==> config.mk <==
export PLATFORM = sky130hd
export DESIGN_NAME = boot_area_dma
export DESIGN_NICKNAME = d
export VERILOG_FILES = /design/src/design/boot_dma_pkg.sv /design/src/design/boot_area_dma.sv /design/src/design/boot_area_mem.sv
export SDC_FILE = /design/constraint.sdc
export NUM_CORES = 2
export LEC_CHECK = 0
export BUFFER_PORTS_ARGS = -buffer_cell sky130_fd_sc_hd__buf_2
export CORE_UTILIZATION = 65
export CTS_BUF_LIST = sky130_fd_sc_hd__clkbuf_4
export DETAILED_ROUTE_END_ITERATION = 7
export HOLD_SLACK_MARGIN = 0.06
export PLACE_DENSITY_LB_ADDON = 0.08
export RECOVER_POWER = 50
export SLEW_MARGIN = 20
export SYNTH_ARGS = -nofsm -noshare
export SYNTH_HDL_FRONTEND = slang
export SYNTH_SLANG_ARGS = --single-unit
==> constraint.sdc <==
create_clock -name i_mclk -period 3.9 [get_ports i_mclk]
set_clock_uncertainty 0.2 [all_clocks]
set_input_delay 0 -clock i_mclk [delete_from_list [all_inputs] [get_ports i_mclk]]
set_output_delay 0 -clock i_mclk [all_outputs]
set_load 0.01 [all_outputs]
==> src/design/boot_dma_pkg.sv <==
package boot_dma_pkg;

    // ------------------------------------------------------------
    // Register byte offsets
    // ------------------------------------------------------------
    localparam logic [7:0] OFS_CAP = 8'h00;
    localparam logic [7:0] OFS_CTRL = 8'h04;
    localparam logic [7:0] OFS_INFO = 8'h08;
    localparam logic [7:0] OFS_BUF = 8'h0c;
    localparam logic [7:0] OFS_SEL = 8'h10;
    localparam logic [7:0] OFS_IRQ = 8'h14;
    localparam logic [7:0] OFS_MASK = 8'h18;

    // ------------------------------------------------------------
    // Sizes
    // ------------------------------------------------------------
    localparam int DATA_W = 32;
    localparam int LEN_W = 12;
    localparam int AREA_ADDR_W = 6;
    localparam int MEM_ADDR_W = 7;
    localparam int MEM_DEPTH = 128;
    localparam logic [LEN_W:0] AREA_WORDS = 13'h040;
    localparam logic [15:0] AREA_SIZE_FIELD = 16'h0040;
    localparam logic [31:0] WORD_BYTES = 32'h0000_0004;

    // ------------------------------------------------------------
    // Field positions
    // ------------------------------------------------------------
    localparam int CAP_SUPPORT_POS = 0;
    localparam int CTRL_EN_POS = 0;
    localparam int INFO_STATUS_LSB = 0;
    localparam int INFO_ACTIVE_POS = 4;
    localparam int INFO_SIZE_LSB = 16;
    localparam int SEL_OFS_LSB = 0;
    localparam int SEL_SIZE_LSB = 12;
    localparam int SEL_ID_LSB = 30;
    localparam int IRQ_DONE_POS = 0;
    localparam int IRQ_ERR_POS = 1;

    // ------------------------------------------------------------
    // Status codes and reset values
    // ------------------------------------------------------------
    localparam logic [1:0] STAT_IDLE = 2'h0;
    localparam logic [1:0] STAT_BUSY = 2'h1;
    localparam logic [1:0] STAT_DONE = 2'h2;
    localparam logic [1:0] STAT_ERR = 2'h3;
    localparam logic [31:0] RST_BUF = 32'h0000_0000;
    localparam logic [31:0] RST_SEL = 32'h0000_0000;
    localparam logic [1:0] RST_IRQ = 2'h0;
    localparam logic RST_CTRL_EN = 1'b0;

    // ------------------------------------------------------------
    // Copy engine states
    // ------------------------------------------------------------
    typedef enum logic [1:0] {
        CP_IDLE,
        CP_READ,
        CP_LOAD,
        CP_SEND
    } copy_state_t;

endpackage

==> src/design/boot_area_dma.sv <==
// Our own choices: the Avalon-MM interface to the registers and the address map.
module boot_area_dma (
    input wire logic i_mclk,
    input wire logic i_srst,
    input wire logic [7:0] i_avs_address,
    input wire logic i_avs_read,
    input wire logic i_avs_write,
    input wire logic [31:0] i_avs_writedata,
    output logic [31:0] o_avs_readdata,
    output logic o_avs_waitrequest,
    output logic o_irq,
    output logic o_mem_valid,
    output logic [31:0] o_mem_addr,
    output logic [31:0] o_mem_data,
    input wire logic i_mem_ready,
    input wire logic i_mem_err,
    input wire logic i_fw_wr,
    input wire logic [6:0] i_fw_addr,
    input wire logic [31:0] i_fw_data,
    input wire logic i_fw_active_id,
    input wire logic [1:0] i_area_lock
);

    // ------------------------------------------------------------
    // Declarations
    // ------------------------------------------------------------
    logic bus_ack;
    logic wr_take;
    logic rd_take;
    logic [31:0] next_rdata;
    logic ctrl_en;
    logic [31:0] buf_base;
    logic [31:0] sel_reg;
    logic [1:0] status;
    logic [1:0] irq_stat;
    logic [1:0] irq_mask;
    logic [1:0] irq_set;
    logic [1:0] irq_clr;
    boot_dma_pkg::copy_state_t state;
    logic [boot_dma_pkg::LEN_W-1:0] remaining;
    logic [boot_dma_pkg::MEM_ADDR_W-1:0] src_addr;
    logic [31:0] mem_rdata;
    logic sel_hit;
    logic start;
    logic [1:0] req_id;
    logic [boot_dma_pkg::LEN_W-1:0] req_size;
    logic [boot_dma_pkg::LEN_W-1:0] req_ofs;
    logic [boot_dma_pkg::LEN_W:0] req_end;
    logic req_bad;
    logic req_empty;
    logic beat_done;
    logic last_beat;
    logic fail_evt;
    logic done_evt;
    logic fw_wr_ok;

    // ------------------------------------------------------------
    // Bus slave handshake
    // ------------------------------------------------------------
    assign o_avs_waitrequest = (i_avs_read | i_avs_write) & ~bus_ack;
    assign wr_take = i_avs_write & bus_ack;
    assign rd_take = i_avs_read & bus_ack;

    always_ff @(posedge i_mclk)
    begin
        if (i_srst)
        begin
            bus_ack <= 1'b0;
        end
        else
        begin
            bus_ack <= (i_avs_read | i_avs_write) & ~bus_ack;
        end
    end

    // ------------------------------------------------------------
    // Read data
    // ------------------------------------------------------------
    always_comb
    begin
        next_rdata = 32'h0000_0000;
        unique case (i_avs_address)
            boot_dma_pkg::OFS_CAP:
            begin
                next_rdata[boot_dma_pkg::CAP_SUPPORT_POS] = 1'b1;
            end
            boot_dma_pkg::OFS_CTRL:
            begin
                next_rdata[boot_dma_pkg::CTRL_EN_POS] = ctrl_en;
            end
            boot_dma_pkg::OFS_INFO:
            begin
                next_rdata[boot_dma_pkg::INFO_STATUS_LSB +: 2] = status;
                next_rdata[boot_dma_pkg::INFO_ACTIVE_POS] =
                    i_fw_active_id;
                next_rdata[boot_dma_pkg::INFO_SIZE_LSB +: 16] =
                    boot_dma_pkg::AREA_SIZE_FIELD;
            end
            boot_dma_pkg::OFS_BUF:
            begin
                next_rdata = buf_base;
            end
            boot_dma_pkg::OFS_SEL:
            begin
                next_rdata = sel_reg;
            end
            boot_dma_pkg::OFS_IRQ:
            begin
                next_rdata[1:0] = irq_stat;
            end
            boot_dma_pkg::OFS_MASK:
            begin
                next_rdata[1:0] = irq_mask;
            end
            default:
            begin
                next_rdata = 32'h0000_0000;
            end
        endcase
    end

    always_ff @(posedge i_mclk)
    begin
        if (i_srst)
        begin
            o_avs_readdata <= 32'h0000_0000;
        end
        else if (i_avs_read & ~bus_ack)
        begin
            o_avs_readdata <= next_rdata;
        end
    end

    // ------------------------------------------------------------
    // Control registers
    // ------------------------------------------------------------
    always_ff @(posedge i_mclk)
    begin
        if (i_srst)
        begin
            ctrl_en <= boot_dma_pkg::RST_CTRL_EN;
            buf_base <= boot_dma_pkg::RST_BUF;
            irq_mask <= boot_dma_pkg::RST_IRQ;
        end
        else if (wr_take)
        begin
            if (i_avs_address == boot_dma_pkg::OFS_CTRL)
            begin
                ctrl_en <= i_avs_writedata[boot_dma_pkg::CTRL_EN_POS];
            end
            if (i_avs_address == boot_dma_pkg::OFS_BUF)
            begin
                buf_base <= i_avs_writedata;
            end
            if (i_avs_address == boot_dma_pkg::OFS_MASK)
            begin
                irq_mask <= i_avs_writedata[1:0];
            end
        end
    end

    // ------------------------------------------------------------
    // Request decode
    // ------------------------------------------------------------
    assign sel_hit = wr_take & (i_avs_address == boot_dma_pkg::OFS_SEL);
    assign start = sel_hit & (status != boot_dma_pkg::STAT_BUSY);
    assign req_id = i_avs_writedata[boot_dma_pkg::SEL_ID_LSB +: 2];
    assign req_size =
        i_avs_writedata[boot_dma_pkg::SEL_SIZE_LSB +: boot_dma_pkg::LEN_W];
    assign req_ofs =
        i_avs_writedata[boot_dma_pkg::SEL_OFS_LSB +: boot_dma_pkg::LEN_W];
    assign req_end = {1'b0, req_ofs} + {1'b0, req_size};
    assign req_bad = (req_id > 2'h1) |
        (req_end > boot_dma_pkg::AREA_WORDS);
    assign req_empty = (req_size == 12'h000);

    always_ff @(posedge i_mclk)
    begin
        if (i_srst)
        begin
            sel_reg <= boot_dma_pkg::RST_SEL;
        end
        else if (start)
        begin
            sel_reg <= i_avs_writedata;
        end
    end

    // ------------------------------------------------------------
    // Copy engine
    // ------------------------------------------------------------
    assign o_mem_valid = (state == boot_dma_pkg::CP_SEND);
    assign beat_done = o_mem_valid & i_mem_ready;
    assign last_beat = (remaining == 12'h001);
    assign fail_evt = (start & req_bad) |
        (beat_done & i_mem_err);
    assign done_evt = (start & ~req_bad & req_empty) |
        (beat_done & ~i_mem_err & last_beat);

    // Runs regardless of ctrl_en
    always_ff @(posedge i_mclk)
    begin
        if (i_srst)
        begin
            state <= boot_dma_pkg::CP_IDLE;
        end
        else
        begin
            unique case (state)
                boot_dma_pkg::CP_IDLE:
                begin
                    if (start & ~req_bad & ~req_empty)
                    begin
                        state <= boot_dma_pkg::CP_READ;
                    end
                end
                boot_dma_pkg::CP_READ:
                begin
                    state <= boot_dma_pkg::CP_LOAD;
                end
                boot_dma_pkg::CP_LOAD:
                begin
                    state <= boot_dma_pkg::CP_SEND;
                end
                boot_dma_pkg::CP_SEND:
                begin
                    if (beat_done)
                    begin
                        if (i_mem_err | last_beat)
                        begin
                            state <= boot_dma_pkg::CP_IDLE;
                        end
                        else
                        begin
                            state <= boot_dma_pkg::CP_READ;
                        end
                    end
                end
            endcase
        end
    end

    always_ff @(posedge i_mclk)
    begin
        if (i_srst)
        begin
            remaining <= 12'h000;
            src_addr <= 7'h00;
            o_mem_addr <= 32'h0000_0000;
        end
        else if (start & ~req_bad)
        begin
            remaining <= req_size;
            src_addr <= {req_id[0],
                req_ofs[boot_dma_pkg::AREA_ADDR_W-1:0]};
            o_mem_addr <= buf_base;
        end
        else if (beat_done)
        begin
            remaining <= remaining - 12'h001;
            src_addr <= src_addr + 7'h01;
            o_mem_addr <= o_mem_addr + boot_dma_pkg::WORD_BYTES;
        end
    end

    always_ff @(posedge i_mclk)
    begin
        if (i_srst)
        begin
            o_mem_data <= 32'h0000_0000;
        end
        else if (state == boot_dma_pkg::CP_LOAD)
        begin
            o_mem_data <= mem_rdata;
        end
    end

    // ------------------------------------------------------------
    // Status field
    // ------------------------------------------------------------
    always_ff @(posedge i_mclk)
    begin
        if (i_srst)
        begin
            status <= boot_dma_pkg::STAT_IDLE;
        end
        else if (fail_evt)
        begin
            status <= boot_dma_pkg::STAT_ERR;
        end
        else if (done_evt)
        begin
            status <= boot_dma_pkg::STAT_DONE;
        end
        else if (start)
        begin
            status <= boot_dma_pkg::STAT_BUSY;
        end
    end

    // ------------------------------------------------------------
    // Interrupts
    // ------------------------------------------------------------
    assign irq_set = {fail_evt, done_evt};
    assign irq_clr = (rd_take & (i_avs_address == boot_dma_pkg::OFS_IRQ))
        ? o_avs_readdata[1:0] : 2'h0;

    always_ff @(posedge i_mclk)
    begin
        if (i_srst)
        begin
            irq_stat <= boot_dma_pkg::RST_IRQ;
        end
        else
        begin
            irq_stat <= (irq_stat & ~irq_clr) | irq_set;
        end
    end

    assign o_irq = |(irq_stat & irq_mask);

    // ------------------------------------------------------------
    // Boot area storage
    // ------------------------------------------------------------
    assign fw_wr_ok = i_fw_wr & ~i_area_lock[i_fw_addr[6]];

    boot_area_mem u_mem (
        .i_mclk(i_mclk),
        .i_srst(i_srst),
        .i_wr(fw_wr_ok),
        .i_waddr(i_fw_addr),
        .i_wdata(i_fw_data),
        .i_rd(state == boot_dma_pkg::CP_READ),
        .i_raddr(src_addr),
        .o_rdata(mem_rdata)
    );

endmodule

==> src/design/boot_area_mem.sv <==
module boot_area_mem (
    input wire logic i_mclk,
    input wire logic i_srst,
    input wire logic i_wr,
    input wire logic [boot_dma_pkg::MEM_ADDR_W-1:0] i_waddr,
    input wire logic [boot_dma_pkg::DATA_W-1:0] i_wdata,
    input wire logic i_rd,
    input wire logic [boot_dma_pkg::MEM_ADDR_W-1:0] i_raddr,
    output logic [boot_dma_pkg::DATA_W-1:0] o_rdata
);

    // ------------------------------------------------------------
    // Storage of both boot areas
    // ------------------------------------------------------------
    logic [boot_dma_pkg::DATA_W-1:0] mem [0:boot_dma_pkg::MEM_DEPTH-1];

    always_ff @(posedge i_mclk)
    begin
        if (i_wr)
        begin
            mem[i_waddr] <= i_wdata;
        end
    end

    always_ff @(posedge i_mclk)
    begin
        if (i_srst)
        begin
            o_rdata <= 32'h0000_0000;
        end
        else if (i_rd)
        begin
            o_rdata <= mem[i_raddr];
        end
    end

endmodule

==> reports/metrics.cfg <==
[clock_network]
clockBufferDepth=4
htreeDepth=7
cts_root_buf=clkbuf_4
clk_pin_slew_ns=0.06
clock-sinks=4317
insertion_delay_ns=1.48
cts_made_buffers=1076
cts_tree=yes

[pwr]
p_seq_frac=0.562
switching_power_mw=19.7
cellPowerDensity_mw_per_mm2=474
total_leakage_power_nw=60.1
ir_drop_mv=0.411
clockPowerShare=0.418
combPwrFrac=0.020
power.total_mw=91.1
intPower_mw=71.4
netSwitchingFraction=0.216

[floorplanning]
die_h_um=506
rows=184
num_io_pins=188
fp.coreArea_mm2=0.252
die_w_um=506
start_util=0.655
die_area_mm2=0.256

[timing]
worstMarginPinSlew_ns=3.16
fin_crit_sh=1.01
final_hold_viol_count=0
period_minus_slack_ns=3.94
maxSlewViolCount=2276
rsz0062_at_grt=false
finalSetupTns_ns=-0.0781
finalSetupViolCount=5
relSlewSlack=-1.10
setup_ws_ns=-0.0431
fmaxAchievable_mhz=254

[critical_path]
critPathSlowestCell=dlymetal6s4s_1
cp_cell_sequence=dlygate4sd3_1 -> dlygate4sd3_1 -> dlygate4sd3_1 -> clkbuf_4 -> dlymetal6s4s_1 -> clkbuf_4
worstSetupPathType=in2reg
crit_family=buffers and inverters
end_kind=register
cpMostUsedCell=dlygate4sd3_1
cp.arrival_ns=4.91
crit_required_ns=4.87
worst_path_largest_cell_delay_ns=2.09
crit_path_max_fanout=64
critPathLaunchType=input port
cp.buffers_inverters=6

[global_route]
antenna_found_initial=33
grt_max_degree=112
grt_pass1_wl_um=642000
grt_usage=0.359
grt_pass1_vias=91719
grt-ovfl-total=0

[cells_and_area]
area.growth.synth_to_final_pct=16.5
fin_area_mm2=0.192
stdcell_count=13202
num-nets-final=9175
largest_reg_flops=4096
n_fill_cell=13646
top_register=u_mem.mem
drive_above_1_share=0.375

[route]
viasPerCell=6.77
dr.pass1.iters=8
routed_wl_um=453000
route.detailed.drc=0
via_count=89441
drt_iter0_drc=12500
drtAntennaViolNets=0
wl_per_cell_um=34.3

[yosys]
ys_ff_latch=4317
synth_enable_flop_cells=4096
syn_area_mm2=0.165
ys_seq_area_frac=0.772
synth.avg_cell_area_um2=22.4
ys_warn_count=0
synthArstFlopShare=0
yosys_most_used_dff=edfxtp_1
synth_cell_type_count=64
syn_inst=7353
syn-num-nets=7464

[flow_run]
maxCapViolations=35

[hold_path]
hp-class=in2reg

[placement]
port_buffers=187
dpl_cell_area_mm2=0.175
dp_cells=10954
hpwl_um=252000
gp_congestion=0.875

[outcome]
failed_checks=capacitance limit, slew limit, setup timing
status=complete, but fails checks

-- layout by cell type, fill, tap and decap left out, types with 75 or more instances in the layout --
master	instances
clkinv_1	180
buf_4	308
nor2_4	127
clkbuf_1	75
a21oi_1	122
nor2_1	172
buf_2	122
clkbuf_4	1552
a22oi_1	85
dlygate4sd3_1	343
mux4_2	1210
mux2i_1	164
buf_12	131
dfxtp_1	215
nand2_1	239
edfxtp_1	4096
-- synthesized netlist by cell type, drive strengths merged, types with 18 or more instances --
master  count  area share
edfxtp   4096        0.75
mux4     1210        0.17
nor2      299      0.0068
clkbuf    245      0.0056
nand2     241      0.0055
dfxtp     221       0.027
buf       169      0.0042
mux2i     164       0.010
a21oi     130      0.0039
a22oi      87      0.0040
a211oi     73      0.0039
nand3      58      0.0018
o21ai      34      0.0010
a32o       28      0.0017
nor3       26     0.00089
xnor2      25      0.0013
xor2       25      0.0013
o22ai      23     0.00087
ha         21      0.0016
nor2b      21     0.00080
o221ai     20      0.0011
a221oi     18     0.00096
-- logic make-up after synthesis --
family | Yosys count | synth area share
AOI/OAI and AO/OA | 450 | 0.0193
muxes | 1376 | 0.175
xor gates and xnor gates | 50 | 0.00265
DFF | 4317 | 0.772
adders and majority gates | 22 | 0.00171
and+or+nand+nor | 711 | 0.0185
buffers and inverters | 427 | 0.0101
-- per-layer routing --
| layer | track usage | vias to the layer above | routed length, um |
|---|---|---|---|
| met5 | 0 | - | 108 |
| met4 | 0.183 | 14 | 25600 |
| met3 | 0.0748 | 1191 | 52100 |
| met2 | 0.562 | 6469 | 216000 |
| met1 | 0.489 | 46429 | 159000 |
| li1 | - | 35338 | - |
-- worst reg2reg max path: stages (launching register included) --
cell and delay [ns]:
dfxtp_4 0.63, buf_12 0.35, buf_4 0.38, mux4_2 0.58
mux4_2 0.48, a22oi_2 0.48, nand3_1 0.37, a32o_1 0.35
-- repair_timing --
item / in CTS / in global routing
resized for setup: 9 / 10
hold endpoints to repair: 8413 / 1
setup buffers: 0 / 1
setup endpoints to repair: 7 / 105
cloned: 0 / 1
hold buffers: 381 / 1
pin swaps: 0 / 1
-- path summary, 6_finish.rpt --
path	endpoint	slack (ns)	cells past startpoint	start
max	u_mem.mem[97][6]	-0.04	6	i_fw_data[6]
min	u_mem.mem[121][31]	0.19	3	i_fw_data[31]
max reg2reg	u_mem.o_rdata[20]	0.03	7	src_addr[0]
min reg2reg	buf_base[17]	0.28	2	buf_base[17]
-- layout make-up --
class | count | area [um2] | share of cell area
Antenna cell | 23 | 57.6 | 0.000299
Inverter | 13 | 48.8 | 0.000254
Tap cell | 3348 | 4190 | 0.0218
Multi-Input combinational cell | 2609 | 37000 | 0.192
Timing Repair Buffer | 1047 | 9760 | 0.0508
Clock inverter | 302 | 2150 | 0.0112
Sequential cell | 4317 | 127000 | 0.663
Clock buffer | 1543 | 11600 | 0.0603
-- per-stage QoR --
| step | hold slack, ns | util | setup WS (ns) |
|---|---|---|---|
| floorplan | -0.101 | - | 0.696 |
| global placement | 0.0536 | 0.694 | -0.589 |
| detailed placement | 0.0616 | 0.695 | -0.552 |
| CTS | 0.0614 | 0.766 | 0.0253 |
| global route | 0.145 | 0.763 | 0.00665 |
| finish | 0.193 | 0.763 | -0.0431 |
-- power groups by stage --
stage	logic (mW)	clock network [mW]	registers, mW
floorplan	0.400	0	51.9
global placement	1.50	0	52.1
detailed placement	1.58	0	52.1
CTS	1.90	38.5	51.1
global route	1.92	40.8	51.1
finish	1.85	38.1	51.1
Power figures use the tool's default switching activity.
